<file path="src/include/crypto_run_params.svh">
// Register map, field positions and reset values of the crypto run control block
`ifndef CRYPTO_RUN_PARAMS_SVH
`define CRYPTO_RUN_PARAMS_SVH
`define CR_ADDR_CONFIG 32'h40020000
`define CR_ADDR_START 32'h40020004
`define CR_ADDR_SRC 32'h40020008
`define CR_ADDR_LEN 32'h4002000c
`define CR_ADDR_DST 32'h40020010
`define CR_ADDR_STATUS 32'h40020014
`define CR_ADDR_CLRIRQ 32'h40020018
`define CR_ADDR_MVW0 32'h4002001c
`define CR_ADDR_IRQ_STAT 32'h40020030
`define CR_ADDR_IRQ_MASK 32'h40020034
`define CR_CFG_MORE_IN 16
`define CR_CFG_IRQ_EN 8
`define CR_CFG_MODE_LSB 2
`define CR_START_BIT 0
`define CR_CLRIRQ_BIT 0
`define CR_ST_INACTIVE 0
`define CR_ST_WAIT_IN 1
`define CR_ST_IRQ 2
`define CR_LEN_MSB 23
`define CR_STATUS_RST 32'h00000001
`define CR_IRQ_MASK_RST 2'h3
`define CR_MODE_CTR 2'h2
`define CR_MODE_CBC 2'h3
`define CR_WORD_BYTES 4
`endif

</file>
<file path="src/include/crypto_run_pkg.sv">
// Types shared by the crypto run control modules
`default_nettype none
package crypto_run_pkg;
  typedef enum logic [6:0] {
    ST_IDLE = 7'h01,
    ST_FETCH = 7'h02,
    ST_FWAIT = 7'h04,
    ST_SEND = 7'h08,
    ST_OWAIT = 7'h10,
    ST_WRITE = 7'h20,
    ST_WAITIN = 7'h40
  } run_state_t;
  typedef enum logic [1:0] {
    RESP_OKAY = 2'h0,
    RESP_SLVERR = 2'h2
  } axi_resp_t;
endpackage
`default_nettype wire

</file>
<file path="src/include/blk_if.sv">
// Carrier between the run controller and the input block assembler
`timescale 1ns/100ps
`default_nettype none
interface blk_if #(parameter int W = 4);
  logic push;
  logic clear;
  logic [31:0] word;
  logic [2:0] nbytes;
  logic [W*32-1:0] block;
  logic [$clog2(W):0] count;
  modport asm (input push, clear, word, nbytes, output block, count);
  modport ctl (output push, clear, word, nbytes, input block, count);
endinterface
`default_nettype wire

</file>
<file path="src/logic/block_assembler.sv">
// Gathers fetched words into one cipher block, zero padding a short tail
`timescale 1ns/100ps
`default_nettype none
`include "crypto_run_params.svh"
module block_assembler
  import crypto_run_pkg::*;
#(
  parameter int W = 4
) (
  input wire logic clk_sys,
  input wire logic rst,
  blk_if.asm bus
);
  localparam int CW = $clog2(W) + 1;
  typedef struct packed {
    logic [W*32-1:0] block;
    logic [CW-1:0] count;
  } asm_t;
  asm_t q;
  asm_t d;
  logic [31:0] masked;

  ////////////////////////////////////////////////////////////////////////////
  always_comb begin
    d = q;
    for (int b = 0; b < `CR_WORD_BYTES; b++) begin
      masked[b*8+:8] = (b < int'(bus.nbytes)) ? bus.word[b*8+:8] : 8'h00;
    end
    if (bus.clear) begin
      d.block = '0;
      d.count = '0;
    end else if (bus.push && q.count < CW'(W)) begin
      for (int i = 0; i < W; i++) begin
        if (q.count == CW'(i)) begin
          d.block[i*32+:32] = masked;
        end
      end
      d.count = q.count + CW'(1);
    end
  end

  always_ff @(posedge clk_sys or posedge rst) begin
    if (rst) begin
      q <= '0;
    end else begin
      q <= d;
    end
  end

  assign bus.block = q.block;
  assign bus.count = q.count;
endmodule
`default_nettype wire

</file>
<file path="src/logic/crypto_run_ctrl.sv">
// Run control, pointer tracking, status and interrupt of the crypto DMA engine
// Behaviour
// - Writing one to start bit 0 launches processing; bit reads zero.
// - Source pointer holds where input bytes are fetched from.
// - Length holds 24-bit input byte count; upper eight bits reserved.
// - A final partial block is padded with zero bytes.
// - Result pointer holds where output data is written.
// - Source, length and result pointer advance as processing runs.
// - Status bit 2 mirrors the interrupt request line.
// - With more-input set, status bit 1 rises when fragment is consumed.
// - While waiting for input, inactive flag stays zero.
// - Start while waiting continues with new fragment, clears wait flag.
// - Status bit 0 is zero while busy, one when idle; resets to one.
// - Writing one to interrupt-clear bit 0 drops the request; reads zero.
// - CBC uses mode word as IV low word; CTR as counter low word.
// - In CTR the mode word seeds the 32-bit per-block counter.
// - Other cipher modes ignore the mode word.
// - Without more-input finish and go inactive; with it stop and wait.
// - Interrupt enable raises a request at end of operation, else none.
//
// The AXI4-Lite register port is this design's own decision.
`timescale 1ns/100ps
`default_nettype none
`include "crypto_run_params.svh"
module crypto_run_ctrl
  import crypto_run_pkg::*;
#(
  parameter int BLOCK_WORDS = 4
) (
  input wire logic CLK_SYS,
  input wire logic RST,
  input wire logic [31:0] S_AXI_AWADDR,
  input wire logic S_AXI_AWVALID,
  output logic S_AXI_AWREADY,
  input wire logic [31:0] S_AXI_WDATA,
  input wire logic [3:0] S_AXI_WSTRB,
  input wire logic S_AXI_WVALID,
  output logic S_AXI_WREADY,
  output logic [1:0] S_AXI_BRESP,
  output logic S_AXI_BVALID,
  input wire logic S_AXI_BREADY,
  input wire logic [31:0] S_AXI_ARADDR,
  input wire logic S_AXI_ARVALID,
  output logic S_AXI_ARREADY,
  output logic [31:0] S_AXI_RDATA,
  output logic [1:0] S_AXI_RRESP,
  output logic S_AXI_RVALID,
  input wire logic S_AXI_RREADY,
  output logic MEM_REQ,
  output logic MEM_WE,
  output logic [31:0] MEM_ADDR,
  output logic [31:0] MEM_WDATA,
  input wire logic MEM_GNT,
  input wire logic MEM_RVALID,
  input wire logic [31:0] MEM_RDATA,
  output logic CORE_IN_VALID,
  output logic [BLOCK_WORDS*32-1:0] CORE_IN_DATA,
  output logic CORE_FIRST,
  output logic [1:0] CORE_MODE,
  output logic [31:0] CORE_VECTOR_LOW,
  input wire logic CORE_IN_READY,
  input wire logic CORE_OUT_VALID,
  input wire logic [BLOCK_WORDS*32-1:0] CORE_OUT_DATA,
  output logic CORE_OUT_READY,
  output logic IRQ
);
  localparam int WI = $clog2(BLOCK_WORDS);
  localparam int CW = WI + 1;
  localparam logic [WI-1:0] LAST = WI'(BLOCK_WORDS - 1);

  typedef struct packed {
    run_state_t st;
    logic [31:0] src;
    logic [23:0] len;
    logic [31:0] dst;
    logic [31:0] mvw0;
    logic more_in;
    logic irq_en;
    logic [1:0] mode;
    logic [1:0] stat;
    logic [1:0] mask;
    logic [31:0] ctr;
    logic first;
    logic [BLOCK_WORDS*32-1:0] obuf;
    logic [WI-1:0] widx;
    logic aw_h;
    logic [31:0] aw_a;
    logic w_h;
    logic [31:0] w_d;
    logic [3:0] w_s;
    logic bv;
    logic [1:0] bresp;
    logic rv;
    logic [31:0] rd;
    logic [1:0] rresp;
  } regs_t;

  localparam regs_t RST_VAL = '{st: ST_IDLE, mask: `CR_IRQ_MASK_RST, default: '0};

  regs_t q;
  regs_t d;
  blk_if #(.W(BLOCK_WORDS)) blk();

  logic aw_fire;
  logic w_fire;
  logic wr_go;
  logic [31:0] wa;
  logic [31:0] wdat;
  logic [3:0] wstb;
  logic start_wr;
  logic clr_wr;
  logic sw_own;
  logic irq;
  logic done_ev;
  logic wait_ev;
  logic [1:0] clr_bits;
  logic [31:0] len_w;
  logic [2:0] nbytes;

  ////////////////////////////////////////////////////////////////////////////
  function automatic logic [31:0] wmerge(input logic [31:0] old, input logic [31:0] v,
                                         input logic [3:0] s);
    logic [31:0] r;
    r = old;
    for (int b = 0; b < 4; b++) begin
      if (s[b]) begin
        r[b*8+:8] = v[b*8+:8];
      end
    end
    return r;
  endfunction

  function automatic logic is_mapped(input logic [31:0] a);
    case (a)
      `CR_ADDR_CONFIG, `CR_ADDR_START, `CR_ADDR_SRC, `CR_ADDR_LEN, `CR_ADDR_DST,
      `CR_ADDR_STATUS, `CR_ADDR_CLRIRQ, `CR_ADDR_MVW0, `CR_ADDR_IRQ_STAT,
      `CR_ADDR_IRQ_MASK: is_mapped = 1'b1;
      default: is_mapped = 1'b0;
    endcase
  endfunction

  function automatic logic [31:0] rd_mux(input logic [31:0] a);
    logic [31:0] r;
    r = 32'h0; // Write-only and reserved bits read zero
    case (a)
      `CR_ADDR_CONFIG: begin
        r[`CR_CFG_MORE_IN] = q.more_in;
        r[`CR_CFG_IRQ_EN] = q.irq_en;
        r[`CR_CFG_MODE_LSB+:2] = q.mode;
      end
      `CR_ADDR_SRC: r = q.src;
      `CR_ADDR_LEN: r[`CR_LEN_MSB:0] = q.len;
      `CR_ADDR_DST: r = q.dst;
      `CR_ADDR_STATUS: begin
        r[`CR_ST_IRQ] = irq;
        r[`CR_ST_WAIT_IN] = (q.st == ST_WAITIN);
        r[`CR_ST_INACTIVE] = (q.st == ST_IDLE);
      end
      `CR_ADDR_MVW0: r = q.mvw0;
      `CR_ADDR_IRQ_STAT: r[1:0] = q.stat;
      `CR_ADDR_IRQ_MASK: r[1:0] = q.mask;
      default: r = 32'h0;
    endcase
    return r;
  endfunction

  ////////////////////////////////////////////////////////////////////////////
  assign S_AXI_AWREADY = !q.aw_h && !q.bv;
  assign S_AXI_WREADY = !q.w_h && !q.bv;
  assign S_AXI_ARREADY = !q.rv;
  assign aw_fire = S_AXI_AWVALID && S_AXI_AWREADY;
  assign w_fire = S_AXI_WVALID && S_AXI_WREADY;
  assign wr_go = (q.aw_h || aw_fire) && (q.w_h || w_fire);
  assign wa = q.aw_h ? q.aw_a : S_AXI_AWADDR;
  assign wdat = q.w_h ? q.w_d : S_AXI_WDATA;
  assign wstb = q.w_h ? q.w_s : S_AXI_WSTRB;
  assign start_wr = wr_go && wa == `CR_ADDR_START && wstb[0] && wdat[`CR_START_BIT];
  assign clr_wr = wr_go && wa == `CR_ADDR_CLRIRQ && wstb[0] && wdat[`CR_CLRIRQ_BIT];
  // Pointers belong to the engine while it runs, so software only edits them at rest
  assign sw_own = (q.st == ST_IDLE) || (q.st == ST_WAITIN);
  assign len_w = wmerge({8'h00, q.len}, wdat, wstb);
  assign nbytes = (q.len >= 24'(`CR_WORD_BYTES)) ? 3'h4 : q.len[2:0];
  assign irq = |(q.stat & q.mask);
  assign clr_bits = (wr_go && wa == `CR_ADDR_IRQ_STAT && wstb[0] ? wdat[1:0] : 2'h0)
                    | (clr_wr ? 2'h3 : 2'h0);

  assign blk.word = MEM_RDATA;
  assign blk.nbytes = nbytes;

  ////////////////////////////////////////////////////////////////////////////
  always_comb begin
    d = q;
    done_ev = 1'b0;
    wait_ev = 1'b0;
    blk.push = 1'b0;
    blk.clear = 1'b0;
    if (aw_fire) begin
      d.aw_h = 1'b1;
      d.aw_a = S_AXI_AWADDR;
    end
    if (w_fire) begin
      d.w_h = 1'b1;
      d.w_d = S_AXI_WDATA;
      d.w_s = S_AXI_WSTRB;
    end
    if (wr_go) begin
      d.aw_h = 1'b0;
      d.w_h = 1'b0;
      d.bv = 1'b1;
      d.bresp = is_mapped(wa) ? RESP_OKAY : RESP_SLVERR;
      case (wa)
        `CR_ADDR_CONFIG: begin
          if (wstb[2]) d.more_in = wdat[`CR_CFG_MORE_IN];
          if (wstb[1]) d.irq_en = wdat[`CR_CFG_IRQ_EN];
          if (wstb[0]) d.mode = wdat[`CR_CFG_MODE_LSB+:2];
        end
        `CR_ADDR_SRC: if (sw_own) d.src = wmerge(q.src, wdat, wstb);
        `CR_ADDR_LEN: if (sw_own) d.len = len_w[`CR_LEN_MSB:0];
        `CR_ADDR_DST: if (sw_own) d.dst = wmerge(q.dst, wdat, wstb);
        `CR_ADDR_MVW0: d.mvw0 = wmerge(q.mvw0, wdat, wstb);
        `CR_ADDR_IRQ_MASK: if (wstb[0]) d.mask = wdat[1:0];
        default: ;
      endcase
    end
    if (q.bv && S_AXI_BREADY) d.bv = 1'b0;
    if (S_AXI_ARVALID && S_AXI_ARREADY) begin
      d.rv = 1'b1;
      d.rd = rd_mux(S_AXI_ARADDR);
      d.rresp = is_mapped(S_AXI_ARADDR) ? RESP_OKAY : RESP_SLVERR;
    end else if (q.rv && S_AXI_RREADY) begin
      d.rv = 1'b0;
    end

    case (q.st)
      ST_IDLE: begin
        if (start_wr) begin
          d.st = ST_FETCH;
          d.ctr = q.mvw0;
          d.first = 1'b1;
          blk.clear = 1'b1;
        end
      end
      ST_FETCH: begin
        if (blk.count == CW'(BLOCK_WORDS)) begin
          d.st = ST_SEND;
        end else if (q.len == 24'h0) begin
          // A partial block stays held across a fragment boundary
          if (q.more_in) begin
            d.st = ST_WAITIN;
            wait_ev = 1'b1;
          end else if (blk.count != '0) begin
            d.st = ST_SEND;
          end else begin
            d.st = ST_IDLE;
            done_ev = 1'b1;
          end
        end else if (MEM_GNT) begin
          d.st = ST_FWAIT;
        end
      end
      ST_FWAIT: begin
        if (MEM_RVALID) begin
          blk.push = 1'b1;
          d.src = q.src + 32'(`CR_WORD_BYTES);
          d.len = q.len - 24'(nbytes);
          d.st = ST_FETCH;
        end
      end
      ST_SEND: begin
        if (CORE_IN_READY) begin
          d.st = ST_OWAIT;
          d.first = 1'b0;
          if (q.mode == `CR_MODE_CTR) d.ctr = q.ctr + 32'h1;
        end
      end
      ST_OWAIT: begin
        if (CORE_OUT_VALID) begin
          d.obuf = CORE_OUT_DATA;
          d.widx = '0;
          d.st = ST_WRITE;
        end
      end
      ST_WRITE: begin
        if (MEM_GNT) begin
          d.dst = q.dst + 32'(`CR_WORD_BYTES);
          d.widx = q.widx + WI'(1);
          if (q.widx == LAST) begin
            blk.clear = 1'b1;
            d.st = ST_FETCH;
          end
        end
      end
      ST_WAITIN: begin
        if (start_wr) d.st = ST_FETCH;
      end
      default: d.st = ST_IDLE;
    endcase

    // A new event wins over a clear in the same cycle
    d.stat = (q.stat & ~clr_bits) | ({wait_ev, done_ev} & {2{q.irq_en}});
  end

  always_ff @(posedge CLK_SYS or posedge RST) begin
    if (RST) begin
      q <= RST_VAL;
    end else begin
      q <= d;
    end
  end

  block_assembler #(.W(BLOCK_WORDS)) u_asm (
    .clk_sys(CLK_SYS),
    .rst(RST),
    .bus(blk)
  );

  ////////////////////////////////////////////////////////////////////////////
  assign S_AXI_BVALID = q.bv;
  assign S_AXI_BRESP = q.bresp;
  assign S_AXI_RVALID = q.rv;
  assign S_AXI_RDATA = q.rd;
  assign S_AXI_RRESP = q.rresp;
  assign MEM_REQ = (q.st == ST_FETCH && q.len != 24'h0 && blk.count != CW'(BLOCK_WORDS))
                   || q.st == ST_WRITE;
  assign MEM_WE = (q.st == ST_WRITE);
  assign MEM_ADDR = (q.st == ST_WRITE) ? q.dst : q.src;
  assign MEM_WDATA = q.obuf[q.widx*32+:32];
  assign CORE_IN_VALID = (q.st == ST_SEND);
  assign CORE_IN_DATA = blk.block;
  assign CORE_FIRST = q.first;
  assign CORE_MODE = q.mode;
  // Vector word is hidden outside the chaining and counter modes
  assign CORE_VECTOR_LOW = (q.mode == `CR_MODE_CTR) ? q.ctr :
                           (q.mode == `CR_MODE_CBC) ? q.mvw0 : 32'h0;
  assign CORE_OUT_READY = (q.st == ST_OWAIT);
  assign IRQ = irq;
endmodule
`default_nettype wire

</file>
<file path="config.mk">
export PLATFORM = sky130hd
export DESIGN_NAME = crypto_run_ctrl
export DESIGN_NICKNAME = d
export VERILOG_FILES = /design/src/include/crypto_run_pkg.sv /design/src/include/blk_if.sv /design/src/logic/block_assembler.sv /design/src/logic/crypto_run_ctrl.sv
export VERILOG_INCLUDE_DIRS = /design/src /design/src/include
export SDC_FILE = /design/constraint.sdc
export NUM_CORES = 2
export LEC_CHECK = 0
export BUFFER_PORTS_ARGS = -buffer_cell sky130_fd_sc_hd__buf_2
export CAP_MARGIN = 5
export CORE_UTILIZATION = 60
export CTS_BUF_LIST = sky130_fd_sc_hd__clkbuf_4 sky130_fd_sc_hd__clkbuf_8 sky130_fd_sc_hd__clkbuf_16
export DETAILED_ROUTE_END_ITERATION = 8
export HOLD_SLACK_MARGIN = 0.12
export PLACE_DENSITY = 0.86
export SKIP_CTS_REPAIR_TIMING = 1
export SYNTH_ARGS = -nofsm -noshare
export SYNTH_HDL_FRONTEND = slang
export SYNTH_SLANG_ARGS = --single-unit
</file>
<file path="constraint.sdc">
create_clock -name CLK_SYS -period 48.4 [get_ports CLK_SYS]
set_input_delay 9.68 -clock CLK_SYS [delete_from_list [all_inputs] [get_ports CLK_SYS]]
set_output_delay 9.68 -clock CLK_SYS [all_outputs]
set_load 0.01 [all_outputs]
</file>
==> flow_summary.ini <==
[status]
status = complete, no violations

[synthesis]
synth_cell_types = 80
synth_edf_count = 0
yosysTopAreaCellShare_pct = 48.77
async_flop_share_pct = 100.0
yosysMostFrequentCell = dfrtp_1
synth.area.top_cells = dfrtp_1, mux2_2, nand2_1
ys_seq_area_share_pct = 49.06
dominantRegCellSynth = dfrtp_1
synth_area_per_cell_sq_um = 10.36
synth_top_area_cell = dfrtp_1
synthTopCellsByCount = dfrtp_1, nand2_1, mux2_2, nor2_1, a21oi_1
synth_warnings = 0
synth-seq-cells = 535
synth_cells = 2635
syn_area_sq_um = 27300

[hold_path]
hold_path.startpoint = CORE_FIRST
hold_path.class = flip-flop to flip-flop

[sta]
skew_ns = 0.02115
hold_violations = 0
max_slew.worst_pin.slew_ns = 1.233
final.setup.tns_ns = 0
min_period_ns = 13.18
fmax_ghz = 0.07587
rsz0062_at_grt = false
final-setup-viol-count = 0
final_max_slew_viol_count = 0
min_period_over_period_pct = 27.23
relSlewSlack_pct = 17.64

[cts]
cts_root_buf = clkbuf_16
cts.sinks = 535
insertion_delay_ns = 0.64
cts.path.max_buffers = 3
path_clk_slew_ns = 0.06
cts_tree = yes
cts_buffers = 55
h-tree-depth = 2

[floorplan]
die_width_um = 215.3
die_y_um = 215.3
core_area_sq_um = 44510
io_pins = 544
die-area_sq_um = 46350
rows = 77
start_util_pct = 61.33

[global_route]
grt_overflow = 0
grt_pass1_vias = 24290
grt_max_degree = 138
track_usage_pct = 40.19
grt_pass1_wl_mm = 142.8
antenna_found_initial = 19

[finish]
utilization_pct = 72.33
fillers = 3160
area_growth_pct = 17.94
nets = 3333
drive_above_1_share_pct = 33.57

[power]
p_leak_nw = 15.26
switching_share_pct = 26.57
p_seq_share_pct = 43.6
clkPwrFrac_pct = 42.7
p_per_area_nw_per_um2 = 35.96
ir_worst_vdd_mv = 0.03126
intPower_mw = 0.8499
comb_power_share_pct = 13.7
power_switching_mw = 0.3076

[worst_setup_path]
crit_fanout = 43
crit_chain = nor4_1 > nand2_1 > nor2_4 > o21ai_0 > buf_2
setup.worst_path.class = flip-flop to primary output
crit_path_start_kind = flip-flop
cp_slowest_cell = nor2_4
cp_data_required_time_ns = 38.72
ff2ff_path_depth = 7
critical_path_arrival_ns = 3.50
startpoint = q[405]
rr_startpoint = q[107]
reg2reg_to = u_asm.bus.block[87]
end_kind = primary output
crit_end = MEM_ADDR[10]
max_stage_delay_ns = 0.97
rrSetupSlack_ns = 43.81

[placed_design]
routabilityCongestion = 1.014
dp_hpwl_mm = 67.21
portBuffers = 541

[detailed_routing]
drc = 0
dr.first_iter.drc_count = 2920
detail_route.wl_per_cell_um = 25.35
totalWireLength_mm = 94.06
firstDrtPassIters = 7
vias_per_cell = 6.608
postRouteAntennaNets = 0
via_count = 24520

[job]
maxCapViolCount = 0
## how the worst min path moves through the flow
| stage | to | slack [ns] | depth (start not counted) |
|---|---|---|---|
| 6_report | CORE_FIRST | 0.48 | 2 |
| 3_3_place_gp | S_AXI_BRESP[1] | 0.47 | 2 |
| 3_5_place_dp | S_AXI_BRESP[1] | 0.47 | 2 |
| 2_1_floorplan | S_AXI_BRESP[1] | 0.45 | 2 |
| 4_1_cts | S_AXI_BRESP[1] | 0.48 | 2 |
| 5_1_grt | CORE_FIRST | 0.51 | 2 |
## worst max-delay path: cells and delay by family (launching register included)
kind	cells	cell delay, ns
DFF	1	0.48
AOI/OAI and AO/OA	1	0.43
and+or+nand+nor	3	1.67
buffers and inverters	1	0.26
## layout by cell type (no fill, tap or decap), drive strengths merged, types with 39 or more instances in the layout
cell    instances
mux2          277
o21ai          95
mux2i          66
clkbuf         80
nor3           74
a21oi         147
nor2          187
nand2         307
nand3         112
nand4          50
dfrtp         532
nor2b          39
buf           573
o22ai          87
## per-layer routing
layer  track usage [%]  up-vias  wire, um
met5                 0        -        20
met3             9.781      395      8955
met4             29.72        4      7531
li1                  -    10520         -
met1             47.35    12000     33030
met2             64.20     1594     44520
## per-stage QoR
| step | instances | hold WS (ns) | power, mW | area (sq um) | setup WS, ns |
|---|---|---|---|---|---|
| 3_3_place_gp | 3587 | 0.4663 | 0.6578 | 30010 | 35.20 |
| 5_1_grt | 3706 | 0.5135 | 1.188 | 32180 | 35.13 |
| 6_report | 3710 | 0.4789 | 1.158 | 32190 | 35.22 |
| 4_1_cts | 3690 | 0.4839 | 1.156 | 32140 | 35.31 |
| 3_5_place_dp | 3587 | 0.4693 | 0.6665 | 30010 | 34.99 |
| 2_1_floorplan | 2637 | 0.4510 | 0.6110 | 27300 | 23.77 |
## sequential cells by signal, indices dropped and copies added (netlist names)
signal / flops
CORE_FIRST: 1
CORE_MODE: 2
S_AXI_BRESP: 1
S_AXI_BVALID: 1
S_AXI_RDATA: 32
S_AXI_RRESP: 1
S_AXI_RVALID: 1
q: 365
u_asm.bus.block: 128
u_asm.bus.count: 3
## cell families (layout without fill, tap and decap cells)
logic type | count (synthesis) | after routing | share of synthesized area, %
adder cells (fa/ha/maj) | 10 | 10 | 0.4584
XOR/XNOR | 7 | 7 | 0.2246
AO/OA/AOI/OAI | 547 | 547 | 13.03
AND/OR/NAND/NOR | 914 | 914 | 16.40
multiplexers | 375 | 375 | 16.53
buffers and inverters | 246 | 707 | 4.290
other | 1 | 23 | 0.01374
flip-flops | 535 | 535 | 49.06
## layout make-up
class                      count  area [sq um]  area share (%)
sequential                   535         13400           41.61
inverter                      31         123.9          0.3848
antenna                       20         50.05          0.1555
clock buffer                  80          1688           5.243
tap                          592         740.7           2.301
multi-input combinational   1856         12800           39.76
clock inverter                23         447.9           1.391
timing repair buffer         573          2948           9.157
## power by group through the flow
stage | logic, mW | registers, mW | clock network, mW
after floorplan | 0.107 | 0.504 | 0
after global placement | 0.149 | 0.508 | 0
after detailed placement | 0.155 | 0.512 | 0
after CTS | 0.156 | 0.504 | 0.496
after global routing | 0.167 | 0.509 | 0.512
final | 0.159 | 0.505 | 0.494
No activity file was read; power rests on OpenSTA's default activity.
